**config.mk**
```make
export PLATFORM = sky130hd
export DESIGN_NAME = spc_top
export DESIGN_NICKNAME = d
export VERILOG_FILES = /design/src/spc_sync.v /design/src/spc_gate.v /design/src/spc_top.v
export VERILOG_INCLUDE_DIRS = /design/src
export SDC_FILE = /design/constraint.sdc
export NUM_CORES = 1
export LEC_CHECK = 0
export BUFFER_PORTS_ARGS = -buffer_cell sky130_fd_sc_hd__clkbuf_2
export CAP_MARGIN = 25
export CORE_ASPECT_RATIO = 1.5
export CORE_MARGIN = 4
export CORE_UTILIZATION = 46
export DETAILED_ROUTE_END_ITERATION = 12
export GPL_TIMING_DRIVEN = 0
export PLACE_DENSITY = 0.8
export SKIP_LAST_GASP = 1
export SLEW_MARGIN = 10
export SYNTH_ARGS = -nofsm -noshare
export SYNTH_HDL_FRONTEND = slang
export SYNTH_SLANG_ARGS = --single-unit
```
**constraint.sdc**
```tcl
create_clock -name core_clk_i -period 1.8 [get_ports core_clk_i]
set_clock_uncertainty 0.05 [all_clocks]
set_input_delay 0.36 -clock core_clk_i [delete_from_list [all_inputs] [get_ports core_clk_i]]
set_output_delay 0.36 -clock core_clk_i [all_outputs]
set_load 0.02 [all_outputs]
```
**src/spc_consts.vh**
```
// Constants for the switch port command and identifier block.
// Assumes inclusion by the design files only; holds definitions and no logic.
`ifndef SPC_CONSTS_VH
`define SPC_CONSTS_VH
`define SPC_OFF_DEVID 8'h00
`define SPC_OFF_CMD 8'h04
`define SPC_DEVID_LSB 16
// Default identifier; the value is arbitrary.
`define SPC_DEVID_RST 16'hA5C3
`define SPC_CMD_RST 16'h0000
`define SPC_CMD_RW_MASK 16'h0547
`define SPC_BIT_IO 0
`define SPC_BIT_MEM 1
`define SPC_BIT_BME 2
`define SPC_BIT_PERR 6
`define SPC_BIT_SERR 8
`define SPC_BIT_INTD 10
`define SPC_BIT_MDPE 24
`define SPC_BIT_SSE 30
`define SPC_KIND_MEM 2'h0
`define SPC_KIND_IO 2'h1
`endif

```
**src/spc_sync.v**
```verilog
// Two-stage synchroniser for one level from outside the clock domain.
// Assumes the input is a quasi-static level.
`timescale 1ns/1ps
module spc_sync (
    // Clock and reset
    input wire core_clk_i,
    input wire rst_b_i,
    // Level
    input wire d_i,
    output reg q_o
);
    reg meta_q;
    always @(posedge core_clk_i) begin
        if (!rst_b_i) begin
            meta_q <= 1'b0;
            q_o <= 1'b0;
        end else begin
            meta_q <= d_i;
            q_o <= meta_q;
        end
    end
endmodule // spc_sync

```
**src/spc_gate.v**
```verilog
// Transaction gate: decides accept, forward or unsupported per request.
// Assumes one request pulse per cycle from same-clock logic.
`timescale 1ns/1ps
`include "spc_consts.vh"
module spc_gate (
    // Clock and reset
    input wire core_clk_i,
    input wire rst_b_i,
    // Command enables
    input wire io_en_i,
    input wire mem_en_i,
    input wire bme_i,
    // Primary side requests
    input wire pri_req_i,
    input wire [1:0] pri_kind_i,
    // Downstream side requests
    input wire dn_req_i,
    input wire [1:0] dn_kind_i,
    input wire dn_np_i,
    // Decisions
    output reg pri_accept_o,
    output reg pri_ignore_o,
    output reg up_fwd_o,
    output reg dn_ur_o,
    output reg dn_ur_cpl_o
);
    wire pri_io = pri_kind_i == `SPC_KIND_IO;
    wire pri_mem = pri_kind_i == `SPC_KIND_MEM;
    wire dn_mio = (dn_kind_i == `SPC_KIND_IO) || (dn_kind_i == `SPC_KIND_MEM);
    wire pri_ok = (pri_io && io_en_i) || (pri_mem && mem_en_i);
    always @(posedge core_clk_i) begin
        if (!rst_b_i) begin
            pri_accept_o <= 1'b0;
            pri_ignore_o <= 1'b0;
            up_fwd_o <= 1'b0;
            dn_ur_o <= 1'b0;
            dn_ur_cpl_o <= 1'b0;
        end else begin
            pri_accept_o <= pri_req_i && pri_ok;
            pri_ignore_o <= pri_req_i && !pri_ok;
            up_fwd_o <= dn_req_i && dn_mio && bme_i;
            dn_ur_o <= dn_req_i && dn_mio && !bme_i;
            dn_ur_cpl_o <= dn_req_i && dn_mio && !bme_i && dn_np_i;
        end
    end
endmodule // spc_gate

```
**src/spc_top.v**
```verilog
// Identifier and command register bank of a switch port configuration header.
// Assumes config accesses are one-cycle strobes on the core clock.
`timescale 1ns/1ps
`include "spc_consts.vh"
module spc_top #(
    // Default identifier; the value is arbitrary.
    parameter [15:0] DEVID_RST = `SPC_DEVID_RST
) (
    // Clock and reset
    input wire core_clk_i,
    input wire rst_b_i,
    // Configuration access
    input wire cfg_wr_i,
    input wire cfg_rd_i,
    input wire [7:0] cfg_addr_i,
    input wire [31:0] cfg_wdata_i,
    input wire [3:0] cfg_be_i,
    output reg [31:0] cfg_rdata_o,
    output reg cfg_rvalid_o,
    // Identifier load from management bus or EEPROM
    input wire id_load_i,
    input wire [15:0] id_value_i,
    // Transaction requests
    input wire pri_req_i,
    input wire [1:0] pri_kind_i,
    input wire dn_req_i,
    input wire [1:0] dn_kind_i,
    input wire dn_np_i,
    // Error and interrupt events
    input wire perr_det_i,
    input wire err_msg_i,
    input wire int_own_i,
    input wire int_dn_i,
    input wire perr_pin_i,
    // Decisions and messages
    output wire pri_accept_o,
    output wire pri_ignore_o,
    output wire up_fwd_o,
    output wire dn_ur_o,
    output wire dn_ur_cpl_o,
    output reg perr_act_o,
    output reg err_report_o,
    output reg int_msg_o,
    output reg [15:0] cmd_o
);
    // Identifier, command and the two status flags that this bank owns.
    localparam [15:0] CMD_RW = `SPC_CMD_RW_MASK;
    localparam [15:0] CMD_RST = `SPC_CMD_RST;
    reg [15:0] devid_q;
    reg [15:0] devid_d;
    reg [15:0] cmd_q;
    wire [15:0] cmd_d;
    reg mdpe_q;
    reg mdpe_d;
    reg sse_q;
    reg sse_d;
    // Next values of the registered outputs.
    reg [31:0] cfg_rdata_d;
    reg cfg_rvalid_d;
    reg perr_act_d;
    reg err_report_d;
    reg int_msg_d;
    reg [15:0] cmd_copy_d;
    // Access decode and command qualifiers.
    wire perr_ext;
    wire perr_any;
    wire sel_cmd;
    wire wr_cmd;
    wire wr_sts;
    wire [15:0] wmask;
    wire serr_en;
    wire perr_en;
    wire intx_off;
    wire perr_set;
    wire perr_clr;
    wire sse_set;
    wire sse_clr;
    wire devid_empty;
    reg [31:0] id_word;
    reg [31:0] sts_cmd_word;

    assign perr_any = perr_det_i | perr_ext;
    assign sel_cmd = cfg_addr_i == `SPC_OFF_CMD;
    assign wr_cmd = cfg_wr_i && sel_cmd;
    // Status flags clear only through the top byte lane.
    assign wr_sts = wr_cmd && cfg_be_i[3];
    assign wmask = {{8{cfg_be_i[1]}}, {8{cfg_be_i[0]}}} & CMD_RW;
    assign serr_en = cmd_q[`SPC_BIT_SERR];
    assign perr_en = cmd_q[`SPC_BIT_PERR];
    assign intx_off = cmd_q[`SPC_BIT_INTD];
    assign devid_empty = devid_q == 16'h0000;

    // Pin-sourced parity error passes two flops before use.
    spc_sync u_sync (
        .core_clk_i(core_clk_i),
        .rst_b_i(rst_b_i),
        .d_i(perr_pin_i),
        .q_o(perr_ext)
    );

    spc_gate u_gate (
        .core_clk_i(core_clk_i),
        .rst_b_i(rst_b_i),
        .io_en_i(cmd_q[`SPC_BIT_IO]),
        .mem_en_i(cmd_q[`SPC_BIT_MEM]),
        .bme_i(cmd_q[`SPC_BIT_BME]),
        .pri_req_i(pri_req_i),
        .pri_kind_i(pri_kind_i),
        .dn_req_i(dn_req_i),
        .dn_kind_i(dn_kind_i),
        .dn_np_i(dn_np_i),
        .pri_accept_o(pri_accept_o),
        .pri_ignore_o(pri_ignore_o),
        .up_fwd_o(up_fwd_o),
        .dn_ur_o(dn_ur_o),
        .dn_ur_cpl_o(dn_ur_cpl_o)
    );

    // Writable enables take the write; every other bit is held at zero.
    genvar gi;
    generate
        for (gi = 0; gi < 16; gi = gi + 1) begin : g_cmd_bit
            if (CMD_RW[gi]) begin : g_rw
                assign cmd_d[gi] = (wr_cmd && wmask[gi]) ? cfg_wdata_i[gi] : cmd_q[gi];
            end else begin : g_fixed
                assign cmd_d[gi] = 1'b0;
            end
        end
    endgenerate

    always @(posedge core_clk_i) begin
        if (!rst_b_i) begin
            cmd_q <= CMD_RST;
        end else begin
            cmd_q <= cmd_d;
        end
    end

    always @* begin
        devid_d = devid_q;
        if (id_load_i) begin
            devid_d = id_value_i;
        end else if (devid_empty) begin
            devid_d = DEVID_RST;
        end
    end

    always @(posedge core_clk_i) begin
        if (!rst_b_i) begin
            devid_q <= 16'h0000;
        end else begin
            devid_q <= devid_d;
        end
    end

    assign perr_set = perr_any && perr_en;
    assign perr_clr = wr_sts && cfg_wdata_i[`SPC_BIT_MDPE];

    // A set in the same cycle as a clear wins, so no event is lost.
    always @* begin
        mdpe_d = mdpe_q;
        if (perr_set) begin
            mdpe_d = 1'b1;
        end else if (perr_clr) begin
            mdpe_d = 1'b0;
        end
    end

    always @(posedge core_clk_i) begin
        if (!rst_b_i) begin
            mdpe_q <= 1'b0;
        end else begin
            mdpe_q <= mdpe_d;
        end
    end

    assign sse_set = err_msg_i && serr_en;
    assign sse_clr = wr_sts && cfg_wdata_i[`SPC_BIT_SSE];

    always @* begin
        sse_d = sse_q;
        if (sse_set) begin
            sse_d = 1'b1;
        end else if (sse_clr) begin
            sse_d = 1'b0;
        end
    end

    always @(posedge core_clk_i) begin
        if (!rst_b_i) begin
            sse_q <= 1'b0;
        end else begin
            sse_q <= sse_d;
        end
    end

    always @* begin
        id_word = 32'h00000000;
        id_word[`SPC_DEVID_LSB +: 16] = devid_q;
    end

    always @* begin
        sts_cmd_word = 32'h00000000;
        sts_cmd_word[15:0] = cmd_q;
        sts_cmd_word[`SPC_BIT_MDPE] = mdpe_q;
        sts_cmd_word[`SPC_BIT_SSE] = sse_q;
    end

    // Read data holds until the next read strobe.
    always @* begin
        cfg_rdata_d = cfg_rdata_o;
        if (cfg_rd_i) begin
            case (cfg_addr_i)
                `SPC_OFF_DEVID: cfg_rdata_d = id_word;
                `SPC_OFF_CMD: cfg_rdata_d = sts_cmd_word;
                default: cfg_rdata_d = 32'h00000000;
            endcase
        end
    end

    always @(posedge core_clk_i) begin
        if (!rst_b_i) begin
            cfg_rdata_o <= 32'h00000000;
        end else begin
            cfg_rdata_o <= cfg_rdata_d;
        end
    end

    // Read valid marks the cycle after the strobe.
    always @* begin
        cfg_rvalid_d = cfg_rd_i;
    end

    always @(posedge core_clk_i) begin
        if (!rst_b_i) begin
            cfg_rvalid_o <= 1'b0;
        end else begin
            cfg_rvalid_o <= cfg_rvalid_d;
        end
    end

    always @* begin
        perr_act_d = perr_set;
    end

    always @(posedge core_clk_i) begin
        if (!rst_b_i) begin
            perr_act_o <= 1'b0;
        end else begin
            perr_act_o <= perr_act_d;
        end
    end

    always @* begin
        err_report_d = sse_set;
    end

    always @(posedge core_clk_i) begin
        if (!rst_b_i) begin
            err_report_o <= 1'b0;
        end else begin
            err_report_o <= err_report_d;
        end
    end

    always @* begin
        int_msg_d = (int_own_i && !intx_off) || int_dn_i;
    end

    always @(posedge core_clk_i) begin
        if (!rst_b_i) begin
            int_msg_o <= 1'b0;
        end else begin
            int_msg_o <= int_msg_d;
        end
    end

    // The copy trails the live command by one cycle.
    always @* begin
        cmd_copy_d = cmd_q;
    end

    always @(posedge core_clk_i) begin
        if (!rst_b_i) begin
            cmd_o <= 16'h0000;
        end else begin
            cmd_o <= cmd_copy_d;
        end
    end
endmodule // spc_top

```
## Word-level counts from Yosys, hierarchy flattened

Index checks and enable logic that the tools add are counted.

- Register bits after elaboration: 93
- Word-level logic and storage cells: 60

- Equal/unequal tests: 3
- Mux-type cells: 7
- Bitwise gates (word level): 1
- Reductions and logical operators: 30

Operator list:

| cell | number |
|---|---|
| $pmux 32 s2 | 1 |
| $mux 16 | 2 |
| $logic_and 1x1->1 | 17 |
| $logic_not 16->1 | 1 |
| $eq 8x3->1 const B | 1 |
| $logic_not 8->1 | 1 |
| $reduce_bool 2->1 | 3 |
| $eq 2x1->1 const B | 2 |
| $logic_not 2->1 | 2 |
| $mux 1 | 4 |
| $logic_not 1->1 | 3 |
| $logic_or 1x1->1 | 3 |
| $or 1x1->1 | 1 |

## Depth between registers and ports, before layout

- Word-level depth: 6
- Depth in mapped cells: 5

## Cells and area by module

From an unflattened synthesis, not the netlist that was laid out.

- Cell total of the unflattened synthesis: 257
- Area, all modules: 2636.3 um^2

Modules (own cells, without submodules):

| module | times used | cells an instance | area an instance (um^2) |
|---|---|---|---|
| spc_top | 1 | 241 | 2426.1 |
| spc_gate | 1 | 12 | 157.7 |
| spc_sync | 1 | 4 | 52.6 |

## Least setup slack after synthesis

Ideal clock, no wire load.

- Path type: input -> register
- Start point: in cfg_addr_i[6]
- End point: reg cfg_rdata_o[17]
- Arrival time: 1.505 ns
- Required time: 1.692 ns
- Setup slack: 0.186 ns
- Stages: 5
- Cells stage by stage: or4_4 > buf_6 > buf_12 > nor4b_2 > o21a_1

- Longest elaborated chain between the ends: 2
- Elaborated cells on any way between the ends: 3
- Those cells by class: eq/ne: 1; mux: 1; reduce/logical: 1

RTL lines:

| element | RTL line | source |
|---|---|---|
| start: declaration | spc_top.v:15 | `input wire [7:0] cfg_addr_i,` |
| $eq 8x3->1 or $logic_not 8->1 (tied branches) | spc_top.v:213 | `case (cfg_addr_i)` |
| $pmux 32 s2 (*) | spc_top.v:213 |  |
| end signal: assignment | spc_top.v:225 | `cfg_rdata_o <= cfg_rdata_d;` |
| end: declaration | spc_top.v:18 | `output reg [31:0] cfg_rdata_o,` |

Mark *: on every way between the ends. The rest lies on a longest branch, timed or not.
A chain may end at the register's enable or synchronous reset.

## Worst setup path after layout

- Start point: in cfg_addr_i[6]
- End point: reg cfg_rdata_o[27]

The elaborated chain is that of the path after synthesis.

==> results.ini <==
[clock_tree]
ctsResizeCount = 0
cts.sinks = 63
clk_pin_slew_worst_paths_ns = 0.06
cts_max_level = 3
clockBufferDepth = 2
post_cts_buffers = 0
root_buffer = clkbuf_8
cts_tree = yes
clkLatencyLatePin_ns = 0.33
hold_buffers = 0
cts_inserted_buffers = 9

[synthesis]
synth_xor_area_share_pct = 0
synth_compound_area_share_pct = 9.88
syn_area_per_cell_sq_um = 10.3
synth-edff-count = 0
synth_top_family_by_area = simple AND/OR/NAND/NOR gates
synth_top_area_share_pct = 46.3
seq_area_frac_synth_pct = 46.3
syn_area_sq_um = 2720
yosysWarningCount = 0
synth_top_cell_by_area = dfxtp_1
syn_inst = 265
synth_seq_cells = 63
synthDistinctLibCells = 33
synth_async_sr_flop_share_pct = 0
synth_area_leaders = dfxtp_1 (46%), mux2i_1 (6.2%), buf_4 (5.8%), nor4b_2 (5.5%), nor2b_1 (5.3%)
yosys.area_share.simple_pct = 26.7
synthAdderAreaFrac_pct = 0
synthMuxAreaShare_pct = 6.25
yosys_most_used_dff = dfxtp_1

[floorplanning]
die_h_microns = 102
coreArea_sq_um = 5790
start_util_pct = 47.1
pin_count = 134
die-area_sq_um = 7240
die_w_microns = 70.8
std_cell_rows = 34

[place]
place_congestion = 0.826
port_buffers = 86
hpwlAfterDp_microns = 5040
dp_cells = 442

[sta]
relSlewSlack_pct = 60.6
rsz0062_at_grt = false
fmax_ghz = 0.659
fin_crit_sh_pct = 84.4
slew_violations = 0
layout_min_cycle_time_ns = 1.52
tightest_slew_ns = 0.591
setup_viol = 0
setup_tns_ns = 0
hold_viol_final = 0

[critical_path]
required_ns = 2.03
setup.worst_path.end_class = flop
worstRegToRegCells = 4
cp_slowest_stage_delay_ns = 0.54
crit_fanout = 10
path_cells = clkbuf_2 -> or4_4 -> buf_6 -> buf_12 -> nor4b_2 -> o21a_1
path_class = in -> reg
crit_arrival_ns = 1.74
r2r-end = devid_q[6]$_SDFFE_PN0P_
cp_slowest_cell = or4_4
startpoint_type = input pin
r2r_start = devid_q[15]$_SDFFE_PN0P_
r2r_slack_ns = 0.38

[worst_hold_path]
min_path_cells = 2
hp-class = in -> reg
worstHoldEndpoint = u_gate.pri_accept_o$_SDFF_PN0_
holdCritStartpoint = pri_kind_i[1]

[global_routing]
grt_max_degree = 11
grt_pass1_vias = 2302
antenna_found_initial = 0
grt_overflow = 0
track_usage_pct = 19.3
grt_pass1_wl_microns = 10800

[routing]
viasPerCell = 4.92
drt_iter0_drc = 100
wl_microns = 6500
vias = 2258
dr.pass1.iters = 4
avgRoutedWirePerCell_microns = 14.2
drc = 0
ant_nets = 0

[run]
maxCapViolCount = 0

[power_and_ir_drop]
leakage_nw = 1.67
p_per_area_nw_per_um2 = 854
swShare_pct = 23.2
p_switching_w = 0.000698
p_clk_share_pct = 41.8
ir_worst_vdd_uv = 593
p_int_w = 0.00232
comb_power_share_pct = 10.0
seq_power_share_pct = 48.1

[final_layout]
final_net_count = 459
area_growth_pct = 29.6
final_cell_mix = clkbuf_2 (87), dfxtp_1 (63), nor2b_1 (23)
multiInputGateArea_sq_um = 1240
stdcell_count = 459
antenna_cells = 0
register_area_sq_um = 1260
fillers = 517
layout_commonest_cell = clkbuf_2
final_util_pct = 61.0
drive_gt1_share_pct = 36.2

[run_status]
status = complete, no violations

-- synth_stat cells (2+ instances only) --
cell type	instances
nand2b_1	14
nand4_1	10
mux2i_1	17
o311a_1	8
buf_4	21
buf_6	3
buf_1	3
a21boi_0	6
dfxtp_1	63
o32ai_1	2
nor4b_1	5
nor2_1	4
inv_1	8
nand2_1	16
clkbuf_1	9
nor4b_2	10
nor4_1	4
nor3_1	5
o21a_1	15
nor2b_1	23
and2_1	7
-- worst max-delay path, delay by kind of cell --
family          cells  cell delay [ns]
compound gates      1             0.14
simple gates        2             0.82
buf+inv             3             0.41
-- power groups by stage --
stage                     combinational (W)  sequential, W  clock [W]
final                              0.000303        0.00145    0.00126
after global routing               0.000334        0.00145    0.00136
after CTS                          0.000302        0.00145    0.00129
after detailed placement           0.000300        0.00148          0
after global placement             0.000295        0.00148          0
after floorplan                    0.000196        0.00148          0
-- final cells by class --
| type | count | area share, % |
|---|---|---|
| Clock inverter | 3 | 1.13 |
| Clock buffer | 13 | 4.79 |
| Timing Repair Buffer | 87 | 12.3 |
| Sequential cell | 63 | 35.7 |
| Buffer | 38 | 7.41 |
| Tap cell | 72 | 2.55 |
| Inverter | 8 | 0.851 |
| Multi-Input combinational cell | 175 | 35.2 |
-- cells by family (layout without fill, tap and decap cells) --
| kind of cell | Yosys count | after routing |
|---|---|---|
| compound gates | 33 | 33 |
| buf+inv | 46 | 149 |
| flops | 63 | 63 |
| mux | 17 | 17 |
| other cells | 1 | 20 |
| simple gates | 105 | 105 |
-- registers in the layout, summed over array words and instances, names as in the netlist --
register / count
u_gate.pri_ignore_o: 1
sse_q: 1
u_sync.meta_q: 1
cmd_o: 6
cfg_rdata_o: 22
u_gate.dn_ur_o: 1
u_sync.q_o: 1
perr_act_o: 1
cmd_copy_d: 6
err_report_o: 1
int_msg_o: 1
devid_q: 16
cfg_rvalid_o: 1
u_gate.pri_accept_o: 1
u_gate.up_fwd_o: 1
mdpe_q: 1
u_gate.dn_ur_cpl_o: 1
-- worst max-delay path by stage --
stage,startpoint,endpoint,depth (start not counted)
3_3_place_gp,cfg_rd_i,cfg_rdata_o[8]$_SDFFE_PN0P_,4
3_5_place_dp,cfg_rd_i,cfg_rdata_o[1]$_SDFFE_PN0P_,4
2_1_floorplan,cfg_addr_i[6],cfg_rdata_o[17]$_SDFFE_PN0P_,5
4_1_cts,cfg_rd_i,cfg_rdata_o[1]$_SDFFE_PN0P_,4
6_report,cfg_addr_i[6],cfg_rdata_o[27]$_SDFFE_PN0P_,6
5_1_grt,cfg_rd_i,cfg_rdata_o[27]$_SDFFE_PN0P_,6
-- metrics by stage --
| step | hold WS (ns) | total power, W | worst slack, ns | instance area (sq um) |
|---|---|---|---|---|
| global placement | 0.365 | 0.00178 | -0.0703 | 3320 |
| floorplan | 0.362 | 0.00167 | 0.186 | 2800 |
| global route | 0.149 | 0.00315 | 0.210 | 3530 |
| CTS | 0.130 | 0.00304 | 0.217 | 3520 |
| detailed placement | 0.375 | 0.00178 | -0.161 | 3320 |
| finish | 0.149 | 0.00301 | 0.282 | 3530 |
-- metal layers --
layer | track usage (%) | share of wire, %
met5 | 0 | 0
met4 | 6.80 | 1.3
met3 | 6.40 | 7.4
met2 | 35.5 | 54
met1 | 20.3 | 37
No activity file was read; power rests on OpenSTA's default activity.
